[src/ppio_defines.vh]
// Purpose: Constants for the programmable parallel I/O block (three 8-bit ports).
// Assumes: Wishbone classic slave, 32-bit data, byte-addressed word registers.
// Notes:   Every offset and field position, and the control, port and error reset values, live here.
// How it works
// - Reset loads control word 9B and makes every port an input.
// - Group one owns port one and upper half; group two port two and lower half.
// - The control configuration register is write-only; reads return zero.
// - Port one has an 8-bit output latch and a separate 8-bit input latch.
// - Port two has an 8-bit in/out latch plus an unlatched input buffer.
// - Port three has an output latch; reads return live pin levels for input halves, the latch for output halves.
// - Port three splits into two 4-bit halves, each with its own direction; one 8-bit latch holds both.
// - Modes 0, 1 and 2 are selected by a single host write.
// - On reset all 24 port lines float as inputs.
// - After reset the block stays in input mode with no setup needed.
// - Ports one and two take independent modes; port three is shared.
// - Programming a new mode clears every output register and the port one input latch.
// - One write sets or clears one port three bit, changing only it.
// - Select 0,1,2 reach ports; 3 writes control; read of 3 is illegal.
// - Without a selected access the data bus is not driven.
`ifndef PPIO_DEFINES_VH
`define PPIO_DEFINES_VH
// Register byte offsets (word index = port_select)
`define PPIO_OFS_PORT_ONE   8'h00
`define PPIO_OFS_PORT_TWO   8'h04
`define PPIO_OFS_PORT_THREE 8'h08
`define PPIO_OFS_CONTROL    8'h0C
`define PPIO_OFS_ILLEGAL    8'h10
// Port select codes
`define PPIO_SEL_ONE        2'h0
`define PPIO_SEL_TWO        2'h1
`define PPIO_SEL_THREE      2'h2
`define PPIO_SEL_CTRL       2'h3
// Control word fields
`define PPIO_CW_MODE_FLAG   7
`define PPIO_CW_G1_MODE_HI  6
`define PPIO_CW_G1_MODE_LO  5
`define PPIO_CW_ONE_IN      4
`define PPIO_CW_UPPER_IN    3
`define PPIO_CW_G2_MODE     2
`define PPIO_CW_TWO_IN      1
`define PPIO_CW_LOWER_IN    0
`define PPIO_CW_BIT_HI      3
`define PPIO_CW_BIT_LO      1
`define PPIO_CW_BIT_VAL     0
// Reset values
`define PPIO_CW_RESET       8'h9B
`define PPIO_PORT_RESET     8'h00
`define PPIO_ERR_RESET      1'h0
`endif

[src/ppio_wb_slave.v]
// Purpose: Wishbone classic slave front end for the parallel I/O block.
// Assumes: Single clock; request held until ack; one-cycle ack answer.
// Notes:   Produces one-cycle strobes for the core; ack drops after one cycle.
`include "ppio_defines.vh"
module ppio_wb_slave (
  // Clock and reset
  input  wire        clk_sys,
  input  wire        rst_n,
  // Wishbone
  input  wire        wb_cyc_i,
  input  wire        wb_stb_i,
  input  wire        wb_we_i,
  input  wire [7:0]  wb_adr_i,
  input  wire [3:0]  wb_sel_i,
  output reg         wb_ack_o,
  // Core strobes
  output wire        acc_wr,
  output wire        acc_rd,
  output wire [2:0]  acc_idx
);
  wire req;
  // New request only when not already acking
  assign req     = wb_cyc_i & wb_stb_i & ~wb_ack_o;
  assign acc_wr  = req & wb_we_i & wb_sel_i[0];
  assign acc_rd  = req & ~wb_we_i;
  assign acc_idx = wb_adr_i[4:2];
  // Ack one cycle after request
  always @(posedge clk_sys or negedge rst_n) begin
    if (!rst_n) begin
      wb_ack_o <= 1'b0;
    end else begin
      wb_ack_o <= req;
    end
  end
endmodule // ppio_wb_slave

[src/ppio_top.v]
// Purpose: Three 8-bit programmable parallel ports with mode and bit set/clear.
// Assumes: Host over Wishbone; port pins asynchronous, synchronised twice.
// Notes:   Strobed handshake bit encodings not modelled; modes 1/2 keep latches.
`include "ppio_defines.vh"
module ppio_top (
  // Clock and reset
  input  wire        clk_sys,
  input  wire        rstn,
  // Wishbone slave
  input  wire        wb_cyc_i,
  input  wire        wb_stb_i,
  input  wire        wb_we_i,
  input  wire [7:0]  wb_adr_i,
  input  wire [3:0]  wb_sel_i,
  input  wire [31:0] wb_dat_i,
  output wire [31:0] wb_dat_o,
  output wire        wb_ack_o,
  // Port one
  input  wire [7:0]  port_one_lines_i,
  output wire [7:0]  port_one_lines_o,
  output wire [7:0]  port_one_lines_oe,
  // Port two
  input  wire [7:0]  port_two_lines_i,
  output wire [7:0]  port_two_lines_o,
  output wire [7:0]  port_two_lines_oe,
  // Port three
  input  wire [7:0]  port_three_lines_i,
  output wire [7:0]  port_three_lines_o,
  output wire [7:0]  port_three_lines_oe,
  // Status
  output wire        illegal_read
);
  reg  [1:0]  rst_sync_q;
  wire        rst_n;
  reg  [7:0]  cw_q;
  reg  [7:0]  one_out_q;
  reg  [7:0]  one_in_q;
  reg  [7:0]  two_out_q;
  reg  [7:0]  three_out_q;
  reg  [7:0]  one_oe_q;
  reg  [7:0]  two_oe_q;
  reg  [7:0]  three_oe_q;
  reg  [31:0] dat_q;
  reg         err_q;
  reg  [7:0]  one_s1_q;
  reg  [7:0]  one_s2_q;
  reg  [7:0]  two_s1_q;
  reg  [7:0]  two_s2_q;
  reg  [7:0]  three_s1_q;
  reg  [7:0]  three_s2_q;
  reg  [7:0]  rd_d;
  reg  [7:0]  three_d;
  reg  [7:0]  oe1_d;
  reg  [7:0]  oe2_d;
  reg  [7:0]  oe3_d;
  wire        acc_wr;
  wire        acc_rd;
  wire [2:0]  acc_idx;
  wire [7:0]  wdat;
  wire [1:0]  g1_mode;
  wire        mode_wr;
  wire        bit_wr;
  wire [2:0]  bit_num;

  // Reset release through two flops
  always @(posedge clk_sys or negedge rstn) begin
    if (!rstn) begin
      rst_sync_q <= 2'h0;
    end else begin
      rst_sync_q <= {rst_sync_q[0], 1'b1};
    end
  end
  assign rst_n = rst_sync_q[1];

  // Bus front end
  ppio_wb_slave u_wb (
    .clk_sys  (clk_sys),
    .rst_n    (rst_n),
    .wb_cyc_i (wb_cyc_i),
    .wb_stb_i (wb_stb_i),
    .wb_we_i  (wb_we_i),
    .wb_adr_i (wb_adr_i),
    .wb_sel_i (wb_sel_i),
    .wb_ack_o (wb_ack_o),
    .acc_wr   (acc_wr),
    .acc_rd   (acc_rd),
    .acc_idx  (acc_idx)
  );

  // Control word decode
  assign wdat    = wb_dat_i[7:0];
  assign mode_wr = acc_wr & (acc_idx == {1'b0, `PPIO_SEL_CTRL}) & wdat[`PPIO_CW_MODE_FLAG];
  assign bit_wr  = acc_wr & (acc_idx == {1'b0, `PPIO_SEL_CTRL}) & ~wdat[`PPIO_CW_MODE_FLAG];
  assign bit_num = wdat[`PPIO_CW_BIT_HI:`PPIO_CW_BIT_LO];
  assign g1_mode = cw_q[`PPIO_CW_G1_MODE_HI:`PPIO_CW_G1_MODE_LO];

  // Pin synchronisers
  always @(posedge clk_sys or negedge rst_n) begin
    if (!rst_n) begin
      one_s1_q   <= 8'h00;
      one_s2_q   <= 8'h00;
      two_s1_q   <= 8'h00;
      two_s2_q   <= 8'h00;
      three_s1_q <= 8'h00;
      three_s2_q <= 8'h00;
    end else begin
      one_s1_q   <= port_one_lines_i;
      one_s2_q   <= one_s1_q;
      two_s1_q   <= port_two_lines_i;
      two_s2_q   <= two_s1_q;
      three_s1_q <= port_three_lines_i;
      three_s2_q <= three_s1_q;
    end
  end

  // Port three next value: single bit set or clear
  always @* begin
    three_d = three_out_q;
    if (bit_wr) begin
      three_d[bit_num] = wdat[`PPIO_CW_BIT_VAL];
    end
  end

  // Direction per group from control word
  always @* begin
    oe1_d = cw_q[`PPIO_CW_ONE_IN] ? 8'h00 : 8'hFF;
    oe2_d = cw_q[`PPIO_CW_TWO_IN] ? 8'h00 : 8'hFF;
    oe3_d[7:4] = cw_q[`PPIO_CW_UPPER_IN] ? 4'h0 : 4'hF;
    oe3_d[3:0] = cw_q[`PPIO_CW_LOWER_IN] ? 4'h0 : 4'hF;
    if (g1_mode[1]) begin
      oe1_d = 8'h00; // Bidirectional: driven only when output path enabled
      if (!cw_q[`PPIO_CW_ONE_IN]) begin
        oe1_d = 8'hFF;
      end
    end
  end

  // Control word and output latches
  always @(posedge clk_sys or negedge rst_n) begin
    if (!rst_n) begin
      cw_q        <= `PPIO_CW_RESET;
      one_out_q   <= `PPIO_PORT_RESET;
      two_out_q   <= `PPIO_PORT_RESET;
      three_out_q <= `PPIO_PORT_RESET;
    end else if (mode_wr) begin
      cw_q        <= wdat;
      one_out_q   <= `PPIO_PORT_RESET;
      two_out_q   <= `PPIO_PORT_RESET;
      three_out_q <= `PPIO_PORT_RESET;
    end else if (acc_wr) begin
      if (acc_idx == {1'b0, `PPIO_SEL_ONE}) begin
        one_out_q <= wdat;
      end
      if (acc_idx == {1'b0, `PPIO_SEL_TWO}) begin
        two_out_q <= wdat;
      end
      if (acc_idx == {1'b0, `PPIO_SEL_THREE}) begin
        three_out_q <= wdat;
      end else begin
        three_out_q <= three_d;
      end
    end
  end

  // Port one input latch, refreshed every cycle from the synchronised pins except on a mode write, which clears it
  always @(posedge clk_sys or negedge rst_n) begin
    if (!rst_n) begin
      one_in_q <= `PPIO_PORT_RESET;
    end else if (mode_wr) begin
      one_in_q <= `PPIO_PORT_RESET;
    end else begin
      one_in_q <= one_s2_q;
    end
  end

  // Output enables registered
  always @(posedge clk_sys or negedge rst_n) begin
    if (!rst_n) begin
      one_oe_q   <= 8'h00;
      two_oe_q   <= 8'h00;
      three_oe_q <= 8'h00;
    end else begin
      one_oe_q   <= oe1_d;
      two_oe_q   <= oe2_d;
      three_oe_q <= oe3_d;
    end
  end

  // Read data mux
  always @* begin
    case (acc_idx)
      {1'b0, `PPIO_SEL_ONE}:   rd_d = cw_q[`PPIO_CW_ONE_IN] ? one_in_q : one_out_q;
      {1'b0, `PPIO_SEL_TWO}:   rd_d = cw_q[`PPIO_CW_TWO_IN] ? two_s2_q : two_out_q;
      {1'b0, `PPIO_SEL_THREE}: rd_d = {cw_q[`PPIO_CW_UPPER_IN] ? three_s2_q[7:4] : three_out_q[7:4],
                                       cw_q[`PPIO_CW_LOWER_IN] ? three_s2_q[3:0] : three_out_q[3:0]};
      default:                 rd_d = 8'h00;
    endcase
  end

  // Read data register and illegal read flag
  always @(posedge clk_sys or negedge rst_n) begin
    if (!rst_n) begin
      dat_q <= 32'h00000000;
      err_q <= `PPIO_ERR_RESET;
    end else begin
      if (acc_rd) begin
        dat_q <= {24'h000000, rd_d};
        err_q <= (acc_idx == {1'b0, `PPIO_SEL_CTRL});
      end else begin
        dat_q <= 32'h00000000;
      end
    end
  end

  assign wb_dat_o            = dat_q;
  assign illegal_read        = err_q;
  assign port_one_lines_o    = one_out_q;
  assign port_one_lines_oe   = one_oe_q;
  assign port_two_lines_o    = two_out_q;
  assign port_two_lines_oe   = two_oe_q;
  assign port_three_lines_o  = three_out_q;
  assign port_three_lines_oe = three_oe_q;
endmodule // ppio_top

[config.mk]
export PLATFORM = sky130hd
export DESIGN_NAME = ppio_top
export DESIGN_NICKNAME = d
export VERILOG_FILES = /design/src/ppio_wb_slave.v /design/src/ppio_top.v
export VERILOG_INCLUDE_DIRS = /design/src /design/src/src
export SDC_FILE = /design/constraint.sdc
export NUM_CORES = 1
export LEC_CHECK = 0
export ABC_AREA = 1
export BUFFER_PORTS_ARGS = -buffer_cell sky130_fd_sc_hd__buf_2
export CAP_MARGIN = 10
export CORE_MARGIN = 2
export CORE_UTILIZATION = 40
export CTS_CLUSTER_DIAMETER = 200
export DETAILED_ROUTE_END_ITERATION = 6
export PLACE_DENSITY_LB_ADDON = 0.08
export SYNTH_ARGS = -nofsm -noshare
export SYNTH_HDL_FRONTEND = slang
export SYNTH_SLANG_ARGS = --single-unit
[constraint.sdc]
create_clock -name clk_sys -period 3.4 [get_ports clk_sys]
set_input_delay 1.02 -clock clk_sys [delete_from_list [all_inputs] [get_ports clk_sys]]
set_output_delay 1.02 -clock clk_sys [all_outputs]
set_load 0.01 [all_outputs]
* Word level (Yosys, flattened, before mapping) *
Cells that the tools add are included.
Widths: inputs -> output; s select.

word-level totals
  bits in registers = 121
  input bits = 73
  output and inout bits = 82
  logic and storage cells = 67

cells by class
  $lt $le $gt $ge = 2
  equality and inequality tests = 3
  muxes and demuxes = 24
  bitwise operators = 11
  reduce and logical (&&, ||, !) cells = 9

operators by type and width
  operator            number
  $mux 8              16
  $pmux 8 s3          1
  $mux 4              4
  $and 1x1->1         8
  $bwmux 8            1
  $eq 3x2->1 const B  2
  $reduce_and 2->1    3
  $reduce_bool 2->1   3
  $lt 3x4->1 const B  1
  $demux 1 s3         1
  $eq 3x1->1 const B  1
  $ge 3x1->1 const B  1
  $logic_not 3->1     1
  $not 1->1           3
  $reduce_bool 3->1   1
  $logic_and 1x1->1   1
  $mux 1              1

* Longest topological paths before layout *
  depth in word-level cells = 10
  depth in mapped cells = 10
  depth with buffers taken out = 9

* By module *
A second synthesis with hierarchy kept.

second synthesis, totals
  cells, all modules = 464
  area, all modules = 4,215.3 sq um

modules (own cells, without submodules)
  module         instances  cells each  area an instance (sq um)  sequential area each (sq um)
  ppio_top       1          454         4,139.0                   2,482.4
  ppio_wb_slave  1          10          76.3                      25.0

* Least setup slack after synthesis *
OpenSTA, ideal clock, no wires.

  kind = input port to flip-flop
  start = input wb_adr_i[3]
  end = register two_out_q[5] (netlist: port_two_lines_o[5])
  library setup time = 118 ps
  arrival = 1,859 ps
  required time = 3,282 ps
  slack = 1,423 ps
  cell stages on the path = 7
  buffers on the path = 1
  path through = nor3_2 > inv_2 > nor2_1 > nor2_2 > buf_6 > nand2_1 > o21ai_2

between the ends
  cells in the longest elaborated chain, start to end = 5
  elaborated cells on any way between the ends = 8
  those cells by class = eq/ne (2); mux (1); bitwise (2); reduce/logical (3)

RTL lines
  element                      line            RTL
  from (decl)                  ppio_top.v:13   input wire [7:0] wb_adr_i,
  $eq 3x2->1                   ppio_top.v:92   assign mode_wr = acc_wr & (acc_idx == {1'b0, `PPIO_SEL_CTRL}) & wdat[`PPIO_CW_MODE_FLAG];
  $and 1x1->1 (2 in series)    ppio_top.v:92
  $reduce_bool 2->1 (no line)  -
  $reduce_and 2->1 (no line)   -
  to (signal assigned)         ppio_top.v:143  two_out_q <= `PPIO_PORT_RESET;
  to (signal assigned)         ppio_top.v:148  two_out_q <= `PPIO_PORT_RESET;
  to (signal assigned)         ppio_top.v:155  two_out_q <= wdat;
  to (decl)                    ppio_top.v:38   reg [7:0] two_out_q;

Several ways; a longest one is shown, not always the timed one.
A chain may end at the register's enable or synchronous reset.

* Final worst setup path *
  start = input wb_cyc_i
  end = register two_out_q[1] (netlist: port_two_lines_o[1])

between the ends
  cells in the longest elaborated chain, start to end = 8
  elaborated cells on any way between the ends = 10
  those cells by class = mux (1); bitwise (6); reduce/logical (3)

RTL lines
  element                        line                RTL
  from (decl)                    ppio_top.v:10       input wire wb_cyc_i,
  $and 1x1->1 (*) (2 in series)  ppio_wb_slave.v:23  assign req = wb_cyc_i & wb_stb_i & ~wb_ack_o;
  $and 1x1->1 (*) (2 in series)  ppio_wb_slave.v:24  assign acc_wr = req & wb_we_i & wb_sel_i[0];
  $and 1x1->1 (2 in series)      ppio_top.v:92
  $reduce_bool 2->1 (no line)    -
  $reduce_and 2->1 (no line)     -

Every way passes the cells marked *; elsewhere a longest branch is shown, timed or not.

==> run_summary.xml <==
<?xml version="1.0" encoding="UTF-8"?>
<metrics>
  <group name="outcome">
    <metric name="run_status" unit="">completed</metric>
  </group>
  <group name="global_routing">
    <metric name="antenna_found_initial" unit="">0</metric>
    <metric name="grt_first_pass_wirelength" unit="um">14200</metric>
    <metric name="maximum_number_of_pins_on_one_net_before_global_route_repair" unit="">68</metric>
    <metric name="grt_overflow" unit="">0</metric>
    <metric name="via_count_of_the_first_global_routing_pass" unit="">2822</metric>
    <metric name="global_route.usage.total" unit="%">16.0</metric>
  </group>
  <group name="yosys">
    <metric name="syn_avg_cell_area" unit="um^2">9.03</metric>
    <metric name="syn-cell-area" unit="um^2">4270</metric>
    <metric name="yosys-top-cells-area" unit="">sky130_fd_sc_hd__dfrtp_1 56%, sky130_fd_sc_hd__nand2_1 16%, sky130_fd_sc_hd__buf_4 8.3%, sky130_fd_sc_hd__nand3_1 3.2%, sky130_fd_sc_hd__inv_1 3.0%</metric>
    <metric name="flip_flop_and_latch_count_after_synthesis" unit="">100</metric>
    <metric name="synth.distinct_cells" unit="">23</metric>
    <metric name="synth.yosys.seq_area_share" unit="%">58.7</metric>
    <metric name="synthCells" unit="">473</metric>
    <metric name="yosysWarnings" unit="">0</metric>
    <metric name="top_cell_type_s_share_of_synthesized_area" unit="%">56.3</metric>
    <metric name="yosysTopAreaCell" unit="">sky130_fd_sc_hd__dfrtp_1</metric>
  </group>
  <group name="flow_run">
    <metric name="maxCapViolations" unit="">0</metric>
  </group>
  <group name="route">
    <metric name="drc_viols" unit="">0</metric>
    <metric name="firstDrtPassIters" unit="">4</metric>
    <metric name="initialDrtViolationCount" unit="">120</metric>
    <metric name="drt-total-wl" unit="um">8680</metric>
    <metric name="detail-route-antenna-nets" unit="">0</metric>
    <metric name="detail_route.wl_per_cell" unit="um">12.6</metric>
    <metric name="num_vias" unit="">3009</metric>
    <metric name="detail_route.vias_per_cell" unit="">4.35</metric>
  </group>
  <group name="power">
    <metric name="power-per-cell-area" unit="nW/um^2">488</metric>
    <metric name="leakagePower" unit="nW">2.66</metric>
    <metric name="vdd.ir_drop.worst" unit="mV">0.231</metric>
    <metric name="fin_total_pwr" unit="mW">2.35</metric>
  </group>
  <group name="sta">
    <metric name="setup_ws" unit="ns">1.32</metric>
    <metric name="worst_slew_margin" unit="%">43.6</metric>
    <metric name="fmaxAchievable" unit="MHz">480</metric>
    <metric name="final.period_utilization" unit="%">61.2</metric>
    <metric name="final_period_minus_worst_setup_slack" unit="ns">2.08</metric>
    <metric name="grt_setup_unrepaired" unit="">no</metric>
    <metric name="clock-skew-final" unit="ns">0.0100</metric>
    <metric name="max_slew_violation_total_from_the_final_report" unit="">0</metric>
    <metric name="transition_at_the_pin_with_the_smallest_max_transition_slack" unit="ns">0.847</metric>
    <metric name="timing.final.hold_violations" unit="">0</metric>
    <metric name="fin_setup_tns" unit="ns">0</metric>
    <metric name="setup_viol_count_final" unit="">0</metric>
  </group>
  <group name="clock_tree">
    <metric name="cts.hold.buffers_added" unit="">0</metric>
    <metric name="clock_tree.htree_level_count" unit="">3</metric>
    <metric name="clock_tree.root_cell" unit="">sky130_fd_sc_hd__clkbuf_8</metric>
    <metric name="cts_clk_pin_slew_worst_paths" unit="ns">0.10</metric>
    <metric name="clock-sinks" unit="">100</metric>
    <metric name="cts_tree" unit="">built</metric>
    <metric name="cts_resized" unit="">0</metric>
    <metric name="ctsLongestPathBuffers" unit="">2</metric>
    <metric name="post_cts_setup_buffer_count" unit="">0</metric>
    <metric name="num_cts_buffers" unit="">9</metric>
    <metric name="clkLatencyLatePin" unit="ns">0.37</metric>
  </group>
  <group name="worst_setup_path">
    <metric name="critical_path_peak_fanout" unit="">19</metric>
    <metric name="worstRegToRegCells" unit="">7</metric>
    <metric name="worstPathRequired" unit="ns">3.64</metric>
    <metric name="setup.worst_path.end" unit="">port_two_lines_o[1]$_DFFE_PN0P_</metric>
    <metric name="r2r_setup_slack" unit="ns">1.63</metric>
    <metric name="critical_path_class" unit="">input pin to flop</metric>
    <metric name="timing.critical_path.from_type" unit="">input pin</metric>
    <metric name="worst_ep_arrival_time" unit="ns">2.32</metric>
    <metric name="worst_setup_path_end_kind" unit="">flop</metric>
    <metric name="critical_path.reg2reg.endpoint" unit="">port_two_lines_o[1]$_DFFE_PN0P_</metric>
    <metric name="beginning_of_the_critical_path" unit="">wb_cyc_i</metric>
    <metric name="r2r_start" unit="">u_wb.wb_ack_o$_DFF_PN0_</metric>
  </group>
  <group name="final_layout">
    <metric name="regArea" unit="um^2">2510</metric>
    <metric name="synthToLayoutAreaGrowth" unit="%">13.0</metric>
    <metric name="multi_input_comb_area" unit="um^2">1280</metric>
    <metric name="drive_above_1_share" unit="%">25.6</metric>
    <metric name="nNetsFinal" unit="">623</metric>
    <metric name="stdcell_area" unit="um^2">4820</metric>
    <metric name="nFillCells" unit="">1037</metric>
    <metric name="antennaDiodeCount" unit="">0</metric>
  </group>
  <group name="floorplanning">
    <metric name="vertical_extent_of_the_die" unit="um">107</metric>
    <metric name="row_count" unit="">37</metric>
    <metric name="design.core.area" unit="um^2">10300</metric>
    <metric name="die_w" unit="um">107</metric>
    <metric name="initial_core_util" unit="%">41.4</metric>
    <metric name="die-area" unit="um^2">11500</metric>
    <metric name="io-pin-count" unit="">155</metric>
  </group>
  <group name="place">
    <metric name="place_ws" unit="ns">0.888</metric>
    <metric name="placed_standard_cell_area" unit="um^2">4630</metric>
    <metric name="place.gp.congestion" unit="">0.858</metric>
    <metric name="dp_hpwl" unit="um">6360</metric>
    <metric name="io_buffers" unit="">98</metric>
  </group>
  <group name="hold_path">
    <metric name="timing.hold.worst.class" unit="">flop to flop</metric>
  </group>
</metrics>
[per-layer routing]
metal | share of wire (%) | up-vias | routed length, um | GRT usage, %
li1 | - | 1543 | - | -
met1 | 48 | 1356 | 4160 | 22.2
met2 | 45 | 102 | 3900 | 24.9
met3 | 5.8 | 8 | 504 | 3.87
met4 | 1.2 | 0 | 107 | 5.38
met5 | 0 | - | 0 | 0
[metrics by stage]
step                hold slack (ns)  instances  utilization [%]
floorplan                     0.331        496                -
global placement              0.332        675             44.9
detailed placement            0.335        675             44.9
CTS                           0.360        691             46.7
global route                  0.364        691             46.7
finish                        0.357        691             46.7
[area by class of cell]
| type | count | share of cell area, % |
|---|---|---|
| Sequential cell | 100 | 52.1 |
| Multi-Input combinational cell | 297 | 26.5 |
| Clock inverter | 7 | 1.40 |
| Inverter | 40 | 3.11 |
| Clock buffer | 9 | 2.57 |
| Timing Repair Buffer | 102 | 10.8 |
| Tap cell | 136 | 3.53 |
[how the worst min path moves through the flow]
| stage | endpoint | depth (start not counted) | start |
|---|---|---|---|
| global placement | three_s2_q[5]$_DFF_PN0_ | 0 | three_s1_q[5]$_DFF_PN0_ |
| detailed placement | one_s2_q[2]$_DFF_PN0_ | 0 | one_s1_q[2]$_DFF_PN0_ |
| floorplan | one_s2_q[0]$_DFF_PN0_ | 0 | one_s1_q[0]$_DFF_PN0_ |
| global route | three_s2_q[1]$_DFF_PN0_ | 0 | three_s1_q[1]$_DFF_PN0_ |
| finish | one_s2_q[7]$_DFF_PN0_ | 0 | one_s1_q[7]$_DFF_PN0_ |
| CTS | three_s2_q[4]$_DFF_PN0_ | 0 | three_s1_q[4]$_DFF_PN0_ |
[cells in the mapped netlist (all sizes together)]
| master | instances |
|---|---|
| nand2 | 178 |
| dfrtp | 96 |
| buf | 53 |
| inv | 38 |
| nand3 | 29 |
| o21ai | 27 |
| nor2 | 24 |
| a21oi | 10 |
| clkbuf | 6 |
| dfstp | 4 |
| clkinv | 2 |
| conb | 2 |
| nand4 | 2 |
| nor3 | 2 |
[report_power, final]
part	leakage, nW	internal, mW	switching [mW]
clock network	0.0958	0.286	0.441
registers	1.22	1.27	0.0699
logic	1.35	0.109	0.175
total	2.66	1.67	0.685
[cell families (layout without fill, tap and decap cells)]
| kind of cell | after synthesis | after routing | synth area share [%] |
|---|---|---|---|
| AOI/OAI and AO/OA | 37 | 37 | 5.22 |
| other | 2 | 25 | 0.176 |
| DFF | 100 | 100 | 58.7 |
| buffers and inverters | 99 | 158 | 13.3 |
| and+or+nand+nor | 235 | 235 | 22.6 |
[layout by cell type (no fill, tap or decap)]
cell,instances
sky130_fd_sc_hd__a21oi_1,9
sky130_fd_sc_hd__a21oi_4,1
sky130_fd_sc_hd__buf_2,98
sky130_fd_sc_hd__buf_4,4
sky130_fd_sc_hd__clkbuf_8,9
sky130_fd_sc_hd__clkinv_1,2
sky130_fd_sc_hd__clkinv_4,2
sky130_fd_sc_hd__clkinvlp_4,1
sky130_fd_sc_hd__conb_1,25
sky130_fd_sc_hd__dfrtp_1,95
sky130_fd_sc_hd__dfrtp_4,1
sky130_fd_sc_hd__dfstp_2,4
sky130_fd_sc_hd__inv_1,34
sky130_fd_sc_hd__inv_2,4
sky130_fd_sc_hd__inv_6,1
sky130_fd_sc_hd__inv_8,3
sky130_fd_sc_hd__nand2_1,178
sky130_fd_sc_hd__nand3_1,27
sky130_fd_sc_hd__nand3_2,2
sky130_fd_sc_hd__nand4_1,2
sky130_fd_sc_hd__nor2_1,21
sky130_fd_sc_hd__nor2_2,1
sky130_fd_sc_hd__nor2_4,2
sky130_fd_sc_hd__nor3_2,2
sky130_fd_sc_hd__o21ai_0,13
sky130_fd_sc_hd__o21ai_1,7
sky130_fd_sc_hd__o21ai_2,7
[worst max-delay path: stages]
cell and delay [ns]:
sky130_fd_sc_hd__buf_2 0.09, sky130_fd_sc_hd__nand3_1 0.09, sky130_fd_sc_hd__nor2_1 0.23, sky130_fd_sc_hd__nand3_2 0.36, sky130_fd_sc_hd__buf_4 0.32, sky130_fd_sc_hd__nand2_1 0.14
sky130_fd_sc_hd__o21ai_2 0.07
Power figures use the tool's default switching activity.
